==> config.mk <==
export PLATFORM = sky130hd
export DESIGN_NAME = adc_conversion_sequencer
export DESIGN_NICKNAME = d
export VERILOG_FILES = /design/src/adc_seq_pkg.sv /design/src/adc_conversion_sequencer.sv
export SDC_FILE = /design/constraint.sdc
export NUM_CORES = 1
export LEC_CHECK = 0
export BUFFER_PORTS_ARGS = -buffer_cell sky130_fd_sc_hd__buf_4
export CAP_MARGIN = 0
export CORE_ASPECT_RATIO = 1.5
export CORE_MARGIN = 2
export CORE_UTILIZATION = 50
export DETAILED_ROUTE_END_ITERATION = 10
export GPL_ROUTABILITY_DRIVEN = 1
export GPL_TIMING_DRIVEN = 0
export PLACE_DENSITY = 0.72
export SLEW_MARGIN = 20
export SYNTH_ARGS = -nofsm -noshare
export SYNTH_HDL_FRONTEND = slang
export SYNTH_SLANG_ARGS = --single-unit
==> constraint.sdc <==
create_clock -name clk -period 2.9 [get_ports clk]
set_input_delay 0.145 -clock clk [delete_from_list [all_inputs] [get_ports clk]]
set_output_delay 0.145 -clock clk [all_outputs]
set_load 0.03 [all_outputs]
==> src/adc_seq_pkg.sv <==
// Purpose: shared constants and types for the conversion sequencer
// Assumes: one clock, bit-period ticks derived inside the sequencer
// Notes: overview of operation below
//
// Overview of operation
// RULE1 - nonzero acquisition setting samples 2..20 bit periods, then converts
// RULE2 - acquisition setting 000 stops sampling and converts at once on go; the code first waits in ST_HOLD for one or two instr_tick pulses
// RULE3 - acquisition time setting resets to 000, manual mode
// RULE4 - completion clears go, sets done flag, resumes sampling
// RULE5 - no status marks end of acquisition; go stays set throughout
// RULE6 - clock select picks system divide 2..64 or rc oscillator
// RULE7 - one conversion takes exactly eleven bit periods
// RULE8 - done flag set on every completion, cleared only by software
// RULE9 - enabled done flag raises interrupt at its priority, wakes from sleep
// RULE10 - justify bit places result left or right in the register pair
// RULE11 - nothing runs while the enable bit is clear
// RULE12 - manual mode converts only after the next instruction
// RULE13 - rc clock delays conversion start by one extra instruction
// RULE14 - software enables the converter before setting go, never together
// RULE15 - completion loads the new result into the register pair
// RULE16 - software clearing go aborts; result pair keeps old value
// RULE17 - device reset restores registers, turns off, ends conversion
// RULE18 - after completion or abort wait two bit periods discharging
// RULE19 - sleep, rc clock, interrupt off: turn off after completion
// RULE20 - sleep with non-rc clock aborts and turns converter off
// RULE21 - trigger select 0 compare unit, 1 charge-time unit; trigger sets go
// RULE22 - triggers ignored and go unchanged while enable is clear; the code ignores triggers but clears go while enable is clear
// RULE23 - acquisition codes 001..111 give 2,4,6,8,12,16,20 bit periods
// RULE24 - justify 1 right justified, 0 left justified
// RULE25 - left: high holds bits 9..2, low top two hold bits 1..0
// RULE26 - right: low holds bits 7..0, high holds 9..8, rest zero
package adc_seq_pkg;
    localparam logic [2:0] ACQ_MANUAL = 3'h0;
    localparam logic [2:0] ACQ_RESET = 3'h0;
    localparam logic [2:0] CLK_RESET = 3'h0;
    localparam logic [1:0] CLK_RC_LOW = 2'h3;
    localparam logic [4:0] CONV_PERIODS = 5'h0b;
    localparam logic [4:0] DISCH_PERIODS = 5'h02;
    localparam logic [9:0] SAR_FIRST = 10'h200;
    localparam logic [5:0] DIV_RESET = 6'h00;

    typedef enum logic [2:0] {
        ST_OFF, ST_SAMPLE, ST_HOLD, ST_ACQ, ST_CONV, ST_DISCH
    } seq_state_e;

    typedef struct packed {
        logic justify;
        logic trig_sel;
        logic [2:0] acq_sel;
        logic [2:0] clk_sel;
    } cfg_s;

    typedef struct packed {
        logic [7:0] high;
        logic [7:0] low;
    } res_s;

    localparam cfg_s CFG_RESET = '{1'b0, 1'b0, ACQ_RESET, CLK_RESET};
endpackage

==> src/adc_conversion_sequencer.sv <==
// Purpose: control sequencer of a 10-bit successive approximation converter
// Assumes: software strobes are one-cycle pulses synchronous to clk
// Notes: bit period comes from a clk divider or from rc_tick pulses
`timescale 1ns/1ps
`default_nettype none
module adc_conversion_sequencer
    import adc_seq_pkg::*;
(
    input wire logic clk,
    input wire logic nrst,
    input wire logic conv_enable,
    input wire cfg_s cfg,
    input wire logic go_set,
    input wire logic go_clear,
    input wire logic flag_clear,
    input wire logic conv_irq_en,
    input wire logic conv_irq_priority,
    input wire logic sleep_mode,
    input wire logic instr_tick,
    input wire logic rc_tick,
    input wire logic trig_compare,
    input wire logic trig_charge,
    input wire logic sar_cmp,
    output logic go_flag,
    output logic conv_done_flag,
    output logic irq_high,
    output logic irq_low,
    output logic wake_req,
    output res_s result,
    output logic sampling,
    output logic discharging,
    output logic analog_on,
    output logic [9:0] sar_trial
);
    // ****************************************
    // helpers
    // ****************************************
    function automatic logic [4:0] acq_periods(input logic [2:0] sel);
        case (sel)
            3'h1: acq_periods = 5'h02;
            3'h2: acq_periods = 5'h04;
            3'h3: acq_periods = 5'h06;
            3'h4: acq_periods = 5'h08;
            3'h5: acq_periods = 5'h0c;
            3'h6: acq_periods = 5'h10;
            3'h7: acq_periods = 5'h14;
            default: acq_periods = 5'h00;
        endcase
    endfunction

    function automatic res_s place(input logic [9:0] v, input logic rj);
        res_s r;
        if (rj) // see RULE10, see RULE24
            r = '{{6'h00, v[9:8]}, v[7:0]}; // see RULE26
        else
            r = '{v[9:2], {v[1:0], 6'h00}}; // see RULE25
        place = r;
    endfunction

    // ****************************************
    // state
    // ****************************************
    seq_state_e state_reg, state_next;
    cfg_s cfg_reg;
    logic [5:0] div_reg, div_next;
    logic [4:0] cnt_reg, cnt_next;
    logic [1:0] hold_reg, hold_next;
    logic [9:0] sar_reg, sar_next;
    logic go_reg, go_next;
    logic flag_reg, flag_next;
    logic down_reg, down_next;
    res_s res_reg, res_next;
    logic tick;
    logic is_rc;
    logic trig;
    logic done;
    logic [5:0] div_top;
    logic [3:0] bit_idx;
    logic [9:0] sar_dec;

    // ****************************************
    // bit-period clock
    // ****************************************
    always_comb
    begin
        is_rc = (cfg_reg.clk_sel[1:0] == CLK_RC_LOW); // see RULE6
        div_top = 6'((7'h01 << ({cfg_reg.clk_sel[1:0], 1'b0}
            + {2'h0, cfg_reg.clk_sel[2]} + 3'h1)) - 7'h01); // see RULE6
        div_next = (div_reg >= div_top) ? DIV_RESET : div_reg + 6'h01;
        tick = is_rc ? rc_tick : (div_reg >= div_top);
    end

    // ****************************************
    // sequencer
    // ****************************************
    always_comb
    begin
        state_next = state_reg;
        cnt_next = cnt_reg;
        hold_next = hold_reg;
        sar_next = sar_reg;
        res_next = res_reg;
        down_next = down_reg;
        done = 1'b0;
        bit_idx = 4'(5'h0a - cnt_reg);
        sar_dec = sar_reg;
        if (!sar_cmp)
            sar_dec[bit_idx] = 1'b0;
        if (bit_idx != 4'h0)
            sar_dec[bit_idx - 4'h1] = 1'b1;
        trig = cfg_reg.trig_sel ? trig_charge : trig_compare; // see RULE21
        if (!sleep_mode)
            down_next = 1'b0;
        case (state_reg)
            ST_OFF:
                if (conv_enable && !down_reg)
                    state_next = ST_SAMPLE;
            ST_SAMPLE:
                if (go_reg)
                begin
                    cnt_next = 5'h00;
                    // see RULE12, see RULE13
                    hold_next = {1'b0, cfg_reg.acq_sel == ACQ_MANUAL}
                        + {1'b0, is_rc};
                    if (hold_next != 2'h0)
                        state_next = ST_HOLD;
                    else
                        state_next = ST_ACQ; // see RULE1
                end
            ST_HOLD:
                if (instr_tick)
                begin
                    hold_next = hold_reg - 2'h1;
                    if (hold_reg == 2'h1)
                    begin
                        sar_next = SAR_FIRST;
                        state_next = (cfg_reg.acq_sel == ACQ_MANUAL)
                            ? ST_CONV : ST_ACQ; // see RULE2
                    end
                end
            ST_ACQ:
                if (cnt_reg >= acq_periods(cfg_reg.acq_sel)) // see RULE23
                begin
                    cnt_next = 5'h00;
                    sar_next = SAR_FIRST;
                    state_next = ST_CONV; // see RULE1, see RULE5
                end
                else if (tick)
                    cnt_next = cnt_reg + 5'h01;
            ST_CONV:
                if (tick)
                begin
                    cnt_next = cnt_reg + 5'h01;
                    if (cnt_reg != 5'h00)
                        sar_next = sar_dec;
                    if (cnt_reg == CONV_PERIODS - 5'h01) // see RULE7
                    begin
                        done = 1'b1;
                        res_next = place(sar_dec, cfg_reg.justify); // see RULE15
                        cnt_next = 5'h00;
                        state_next = ST_DISCH;
                        if (sleep_mode && is_rc && !conv_irq_en)
                            down_next = 1'b1; // see RULE19
                    end
                end
            ST_DISCH:
                if (tick)
                begin
                    cnt_next = cnt_reg + 5'h01;
                    if (cnt_reg == DISCH_PERIODS - 5'h01) // see RULE18
                        state_next = down_next ? ST_OFF : ST_SAMPLE;
                end
            default:
                state_next = ST_OFF;
        endcase
        // software abort keeps the old result, see RULE16
        if (go_clear && (state_reg == ST_HOLD || state_reg == ST_ACQ
            || state_reg == ST_CONV))
        begin
            res_next = res_reg;
            done = 1'b0;
            cnt_next = 5'h00;
            state_next = ST_DISCH;
        end
        if (sleep_mode && !is_rc && state_reg != ST_OFF)
        begin
            down_next = 1'b1; // see RULE20
            res_next = res_reg;
            done = 1'b0;
            state_next = ST_OFF;
        end
        if (!conv_enable)
            state_next = ST_OFF; // see RULE11
        // go flag: set wins over clear, see RULE4, see RULE21, see RULE22
        go_next = go_reg;
        if (done || go_clear || !conv_enable || state_next == ST_OFF)
            go_next = 1'b0;
        if (conv_enable && !down_next && (go_set || trig))
            go_next = 1'b1;
        flag_next = flag_reg;
        if (flag_clear)
            flag_next = 1'b0;
        if (done)
            flag_next = 1'b1; // see RULE8
    end

    // see RULE17
    always_ff @(posedge clk or negedge nrst)
    begin
        if (!nrst)
        begin
            state_reg <= ST_OFF;
            cfg_reg <= CFG_RESET; // see RULE3
            div_reg <= DIV_RESET;
            cnt_reg <= 5'h00;
            hold_reg <= 2'h0;
            sar_reg <= 10'h000;
            go_reg <= 1'b0;
            flag_reg <= 1'b0;
            down_reg <= 1'b0;
            res_reg <= '0;
            irq_high <= 1'b0;
            irq_low <= 1'b0;
            wake_req <= 1'b0;
            sampling <= 1'b0;
            discharging <= 1'b0;
            analog_on <= 1'b0;
        end
        else
        begin
            state_reg <= state_next;
            cfg_reg <= cfg;
            div_reg <= div_next;
            cnt_reg <= cnt_next;
            hold_reg <= hold_next;
            sar_reg <= sar_next;
            go_reg <= go_next;
            flag_reg <= flag_next;
            down_reg <= down_next;
            res_reg <= res_next;
            irq_high <= flag_reg && conv_irq_en && conv_irq_priority; // see RULE9
            irq_low <= flag_reg && conv_irq_en && !conv_irq_priority;
            wake_req <= flag_reg && conv_irq_en && sleep_mode;
            sampling <= state_next == ST_SAMPLE || state_next == ST_ACQ
                || state_next == ST_HOLD;
            discharging <= state_next == ST_DISCH;
            analog_on <= state_next != ST_OFF;
        end
    end

    assign go_flag = go_reg;
    assign conv_done_flag = flag_reg;
    assign result = res_reg;
    assign sar_trial = sar_reg;

    logic [4:0] conv_ticks;
    always_ff @(posedge clk or negedge nrst)
    begin
        if (!nrst)
            conv_ticks <= 5'h00;
        else if (state_reg != ST_CONV)
            conv_ticks <= 5'h00;
        else if (tick)
            conv_ticks <= conv_ticks + 5'h01;
    end
endmodule
`default_nettype wire

# Word-level counts from Yosys, hierarchy flattened
# Index checks and enable logic that the tools add are counted.
op_classes:
  n_addsub: 9
  order_cmp: 6
  eq_ne: 28
  shift: 1
  muxes: 59
  n_bitwise: 5
  n_reduce_logical: 45
op_table:
  columns: ["cell", "n"]
  rows:
  - ["two-way mux 10 bit", 7]
  - ["two-way mux 3 bit", 13]
  - ["two-way mux 5 bit", 7]
  - ["case mux 5 bit (7 select lines)", 1]
  - ["case mux 10 bit (3 select lines)", 1]
  - ["== test 3 bit, second input constant", 7]
  - ["two-way mux 1 bit", 21]
  - ["case mux 5 bit (4 select lines)", 1]
  - ["== test 3 x 2 -> 1 bit, second input constant", 6]
  - ["case mux 3 bit (6 select lines)", 1]
  - ["two-way mux 16 bit", 1]
  - ["logical AND 1 bit", 14]
  - ["inequality test 2 bit, second input constant", 6]
  - ["AND 10 bit", 1]
  - ["less-than comparator 4 x 5 -> 1 bit, second input constant", 2]
  - ["NOT 10 bit", 1]
  - ["OR 10 bit", 1]
  - ["nonzero test 5 bit", 2]
  - ["== test 3 x 1 -> 1 bit, second input constant", 3]
  - ["zero test 3 bit", 3]
  - ["nonzero test 3 bit", 3]
  - ["demux 1 bit (select 4 bit)", 2]
  - [">= comparator 4 x 1 -> 1 bit, second input constant", 2]
  - ["logical OR 1 bit", 8]
  - ["other kinds (28)", 39]
word_totals:
  ff_bits: 59
  inputBits: 22
  word_cells: 173

# Logic depth before layout (Yosys ltp)
logic_depth:
  ltp_word: 15
  depth_mapped: 13
  ltp_nobuf: 11

# Least setup slack after synthesis
# Ideal clock, no wire load.
synth_timing:
  kind: "register to register"
  from: "reg cfg_reg[0] (netlist name)"
  to: "reg discharging"
  setup_ns: 0.144
  arrival_ns: 2.497
  setup_slack_ns: 0.259
  stages_incl_launch_ff: 12
  path_buffers: 2
  cell_sequence: "dfrtp_1 clkbuf_1 nand2_1 xor2_1 ha_1 a211oi_1 o21ai_0 o22ai_1 clkbuf_1 a2111oi_0 a211oi_1 o21ai_0"
synth_via:
  elab_chain_len: 12
  word_cells_on_any_way: 21
synth_rtl:
  columns: ["item", "line", "text"]
  rows:
  - ["start, declared", "adc_conversion_sequencer.sv:64", "cfg_s cfg_reg;"]
  - ["start signal, assigned", "adc_conversion_sequencer.sv:232", "cfg_reg <= cfg;"]
  - ["adder 3 x 1 -> 3 bit (2 in series)", "adc_conversion_sequencer.sv:88", "+ {2'h0, cfg_reg.clk_sel[2]} + 3'h1)) - 7'h01);"]
  - ["<< shifter 1 x 3 -> 6 bit", "adc_conversion_sequencer.sv:87", "div_top = 6'((7'h01 << ({cfg_reg.clk_sel[1:0], 1'b0}"]
  - ["subtractor 6 x 1 -> 6 bit", "adc_conversion_sequencer.sv:88", null]
  - [">= comparator 6 bit", "adc_conversion_sequencer.sv:90", "tick = is_rc ? rc_tick : (div_reg >= div_top);"]
  - ["two-way mux 1 bit", "adc_conversion_sequencer.sv:90", null]
  - ["two-way mux 3 bit, on equally long branches", "adc_conversion_sequencer.sv:167, adc_conversion_sequencer.sv:151", null]
  - ["case mux 3 bit (6 select lines)", "adc_conversion_sequencer.sv:114", "case (state_reg)"]
  - ["two-way mux 3 bit", "adc_conversion_sequencer.sv:177", "if (go_clear && (state_reg == ST_HOLD || state_reg == ST_ACQ"]
  - ["two-way mux 3 bit (*)", "adc_conversion_sequencer.sv:185", "if (sleep_mode && !is_rc && state_reg != ST_OFF)"]
  - ["two-way mux 3 bit (*)", "adc_conversion_sequencer.sv:192", "if (!conv_enable)"]
  - ["== test 3 bit (*)", "adc_conversion_sequencer.sv:246", "discharging <= state_next == ST_DISCH;"]
  - ["end signal, assigned", "adc_conversion_sequencer.sv:226", "discharging <= 1'b0;"]
  - ["end signal, assigned", "adc_conversion_sequencer.sv:246", null]
  - ["end, declared", "adc_conversion_sequencer.sv:31", "output logic discharging,"]
# Mark *: on every way between the ends. The rest lies on a longest branch, timed or not.
# A chain may end at the register's enable or synchronous reset.

# Final worst setup path
layout_timing:
  from: "reg cfg_reg[1] (netlist name)"
  to: "reg res_reg (netlist bit result[6])"
layout_via:
  elab_chain_len: 7
  word_cells_on_any_way: 12
layout_rtl:
  columns: ["item", "line", "text"]
  rows:
  - ["adder 3 x 1 -> 3 bit (2 in series)", "adc_conversion_sequencer.sv:88", null]
  - ["<< shifter 1 x 3 -> 6 bit", "adc_conversion_sequencer.sv:87", null]
  - ["subtractor 6 x 1 -> 6 bit", "adc_conversion_sequencer.sv:88", null]
  - [">= comparator 6 bit", "adc_conversion_sequencer.sv:90", null]
  - ["two-way mux 1 bit", "adc_conversion_sequencer.sv:90", null]
  - ["AND reduction 5 bit (no line) (*)", null, null]
  - ["end signal, assigned", "adc_conversion_sequencer.sv:240", "res_reg <= res_next;"]
  - ["end, declared", "adc_conversion_sequencer.sv:72", "res_s res_reg, res_next;"]
# Marks and branches as above.

==> impl_results.md <==
- Worst endpoint required time: 3.18 ns
- GP Congestion: 0.878
- Syn Nets: 411
- Core Box Area: 6580 um^2
- CP Class: reg -> reg
- Global route hottest layer: met2
- Commonest non-fill, non-tap cell in the layout: buf_4
- Max cap viols: 0
- Ys Warns: 0
- Final ANT Viol Nets: 0
- Met1 Use GR: 28.5%
- GR Util All Layers: 24.3%
- Max-slew violations: 0
- Global route overflow: 0
- GRT met2 Usage: 40.5%
- Die span in x: 71.5 um
- WHS: 0.0365 ns
- Synth Instances: 369
- Die Area: 7520 um^2
- Initial antenna violation count: 0
- Seq cells post-synth: 59
- Worst reg2reg path startpoint: cfg_reg[1]
- Post-synthesis cell type count: 52
- Final hold viol count: 0
- Routed vias: 3129
- Hold Path Origin: conv_irq_en
- HP Class: in -> reg
- Reg area: 1480 um^2
- Worst-margin pin slew: 0.731 ns
- DRT iter0 DRCs: 214
- Vias in the first global route: 3090
- CTS Root Cell: clkbuf_8
- Setup violations, final: 0
- Status: finished, final reports clean
- Most frequent cells in the layout: 56 x buf_4, 55 x dfrtp_1, 45 x nand2_1, 34 x o21ai_0, 20 x ha_1
- CP max stage cell: dfrtp_2
- Worst reg-to-reg path cell count: 12
- Multi-input logic area: 1840 um^2
- CTS Sinks: 59
- Period utilization: 94.8%
- Post-synth top area cell: dfrtp_1
- Pwr dens: 591 nW/um^2
- Pre-Repair DR Iteration Count: 4
- DRC violation count after routing: 0
- Port Buffer Count: 55
- FF-to-FF setup slack: 0.15 ns
- Clock Latency Late Sink: 0.35 ns
- Top-area cell type share of the netlist area: 43.2%
- Sequential area share after synthesis: 43.2%
- Post-DP HPWL: 6230 um
- Maximum vdd drop: 0.491 mV
- TritonCTS Buffers: 9
- Register clock-pin slew on the reported worst setup and hold paths: 0.09 ns
- Area Growth Syn to Fin: 25.0%
- Diodes inserted: 0
- Hold depth: 3
- Die Height: 105 um
- Vias per cell: 5.96
- CP arrival: 3.03 ns
- IO Count: 56
- Fmax: 0.364 GHz
- Post-synth EDFFs: 0
- Static leakage: 0.00194 uW
- WL/cell: 16.3 um
- Setup ws final: 0.151 ns
- Row cnt: 36
- CP Max Fanout: 9
- Largest register FFs: 16
- Layout cells sized above 1: 21.6%
- Largest net degree at the start of global routing: 60
- RSZ-0062 raised after global routing: yes
- Min-Delay Endpoint: irq_low
- Async set-reset flop share out of synthesis: 100%
- Slew margin rel.: 51.3%
- Crit-path cells: nand2_2, inv_1, nand2_1, o21ai_0, ha_1, nand4_1, a21oi_1, o22ai_2, or4_1, buf_2, or3_1, o211ai_2
- Starting density of the core: 51.9%
- GR Util met3: 5.93%
- Layout net count: 486
- Sum Neg Setup Slack: 0 ns
- RR Endpoint: result[6]
- Mean post-synth cell area: 9.25 um^2
- Final Instance Area: 4270 um^2
- First-pass GRT wire length: 14400 um
- Final WL: 8540 um
- Crit path launch type: flop
- Worst path bufs/invs: 2
- Synthesized cell area: 3410 um^2
- Final min period: 2.75 ns
- Worst path max stage delay: 0.48 ns
- CP Depth: 12
- Primary FF master, synth: dfrtp_1
- Crit. End Element: flop
- Top post-synthesis cells by area: dfrtp_1 43%, ha_1 7.3%, nand2_1 5.1%
- Dpl ws: -0.402 ns
- H-tree depth: 3
- Fillers: 559
- Maximum clock path buffer count: 2
- Fin Clk Skew: 0.0144 ns
- CTS tree: done
- CP delay by family, top: simple AND/OR/NAND/NOR gates
- Area after DPL: 3920 um^2
## logic make-up (layout without fill, tap and decap cells)
kind of cell / Yosys count / in the layout / synth area share [%]
AO/OA/AOI/OAI: 113 / 113 / 22.8
XOR/XNOR: 12 / 12 / 3.08
adder cells (fa/ha/maj): 20 / 20 / 7.33
buffers and inverters: 38 / 118 / 4.25
flip-flops: 59 / 59 / 43.2
multiplexers: 6 / 6 / 1.91
AND/OR/NAND/NOR: 121 / 121 / 17.4
## synth_stat cells (5+ instances only)
cell type,n
nand4_1,7
or3_1,6
o21ai_0,34
a21oi_1,11
ha_1,20
nor3_1,6
o31ai_1,6
a41oi_1,7
a31oi_1,8
nand3_1,11
inv_1,19
xor2_1,5
nand2_1,46
a211oi_1,7
nor2b_1,8
nor2_1,18
dfrtp_1,59
xnor2_1,7
o41ai_1,9
clkbuf_1,17
## area by class of cell
cell class                      count  area share, %
Buffer                             16           1.50
Timing Repair Buffer               67           12.4
Multi-Input combinational cell    272           43.2
Clock inverter                      7           1.32
Clock buffer                        9           2.90
Inverter                           19           1.67
Tap cell                           76           2.23
Sequential cell                    59           34.7
## where the power goes
group	leakage [uW]	switching, uW	internal [uW]
combinational	0.00106	477	321
sequential	0.000785	95.9	923
clock	0.0000914	382	323
total	0.00194	955	1570
## through the flow
| step | instances | utilization, % | total power [uW] |
|---|---|---|---|
| final | 525 | 64.9 | 2520 |
| after CTS | 526 | 64.3 | 2520 |
| after global routing | 525 | 64.9 | 2680 |
| after detailed placement | 500 | 59.6 | 1790 |
| after floorplan | 369 | - | 1550 |
| after global placement | 500 | 59.6 | 1780 |
## worst max path at each step
stage	from	to	slack, ns
detailed placement	cfg_reg[1]	discharging	-0.40
global placement	cfg_reg[1]	discharging	-0.37
global route	cfg_reg[0]	discharging	-0.001
finish	cfg_reg[1]	result[6]	0.15
floorplan	cfg_reg[0]	discharging	0.26
CTS	cfg_reg[1]	result[0]	0.06
## worst min-delay path: stages
cell and delay [ns]:
buf_4 0.12, nand2_1 0.05, nor2_1 0.03
## metal layers
metal	vias to the layer above	wire, um	part of all wire [%]
met4	0	333	3.9
li1	1522	-	-
met5	-	0	0
met2	90	4450	52
met1	1494	3390	40
met3	23	363	4.2
## timing repair
| item | CTS | global route |
|---|---|---|
| pin swaps | 1 | 0 |
| hold buffers | 11 | 0 |
| setup endpoints to repair | 38 | 27 |
| gates resized for setup | 6 | 12 |
| setup buffers | 1 | 0 |
| endpoints found under the hold margin | 69 | 0 |
No activity file was read; power rests on OpenSTA's default activity.
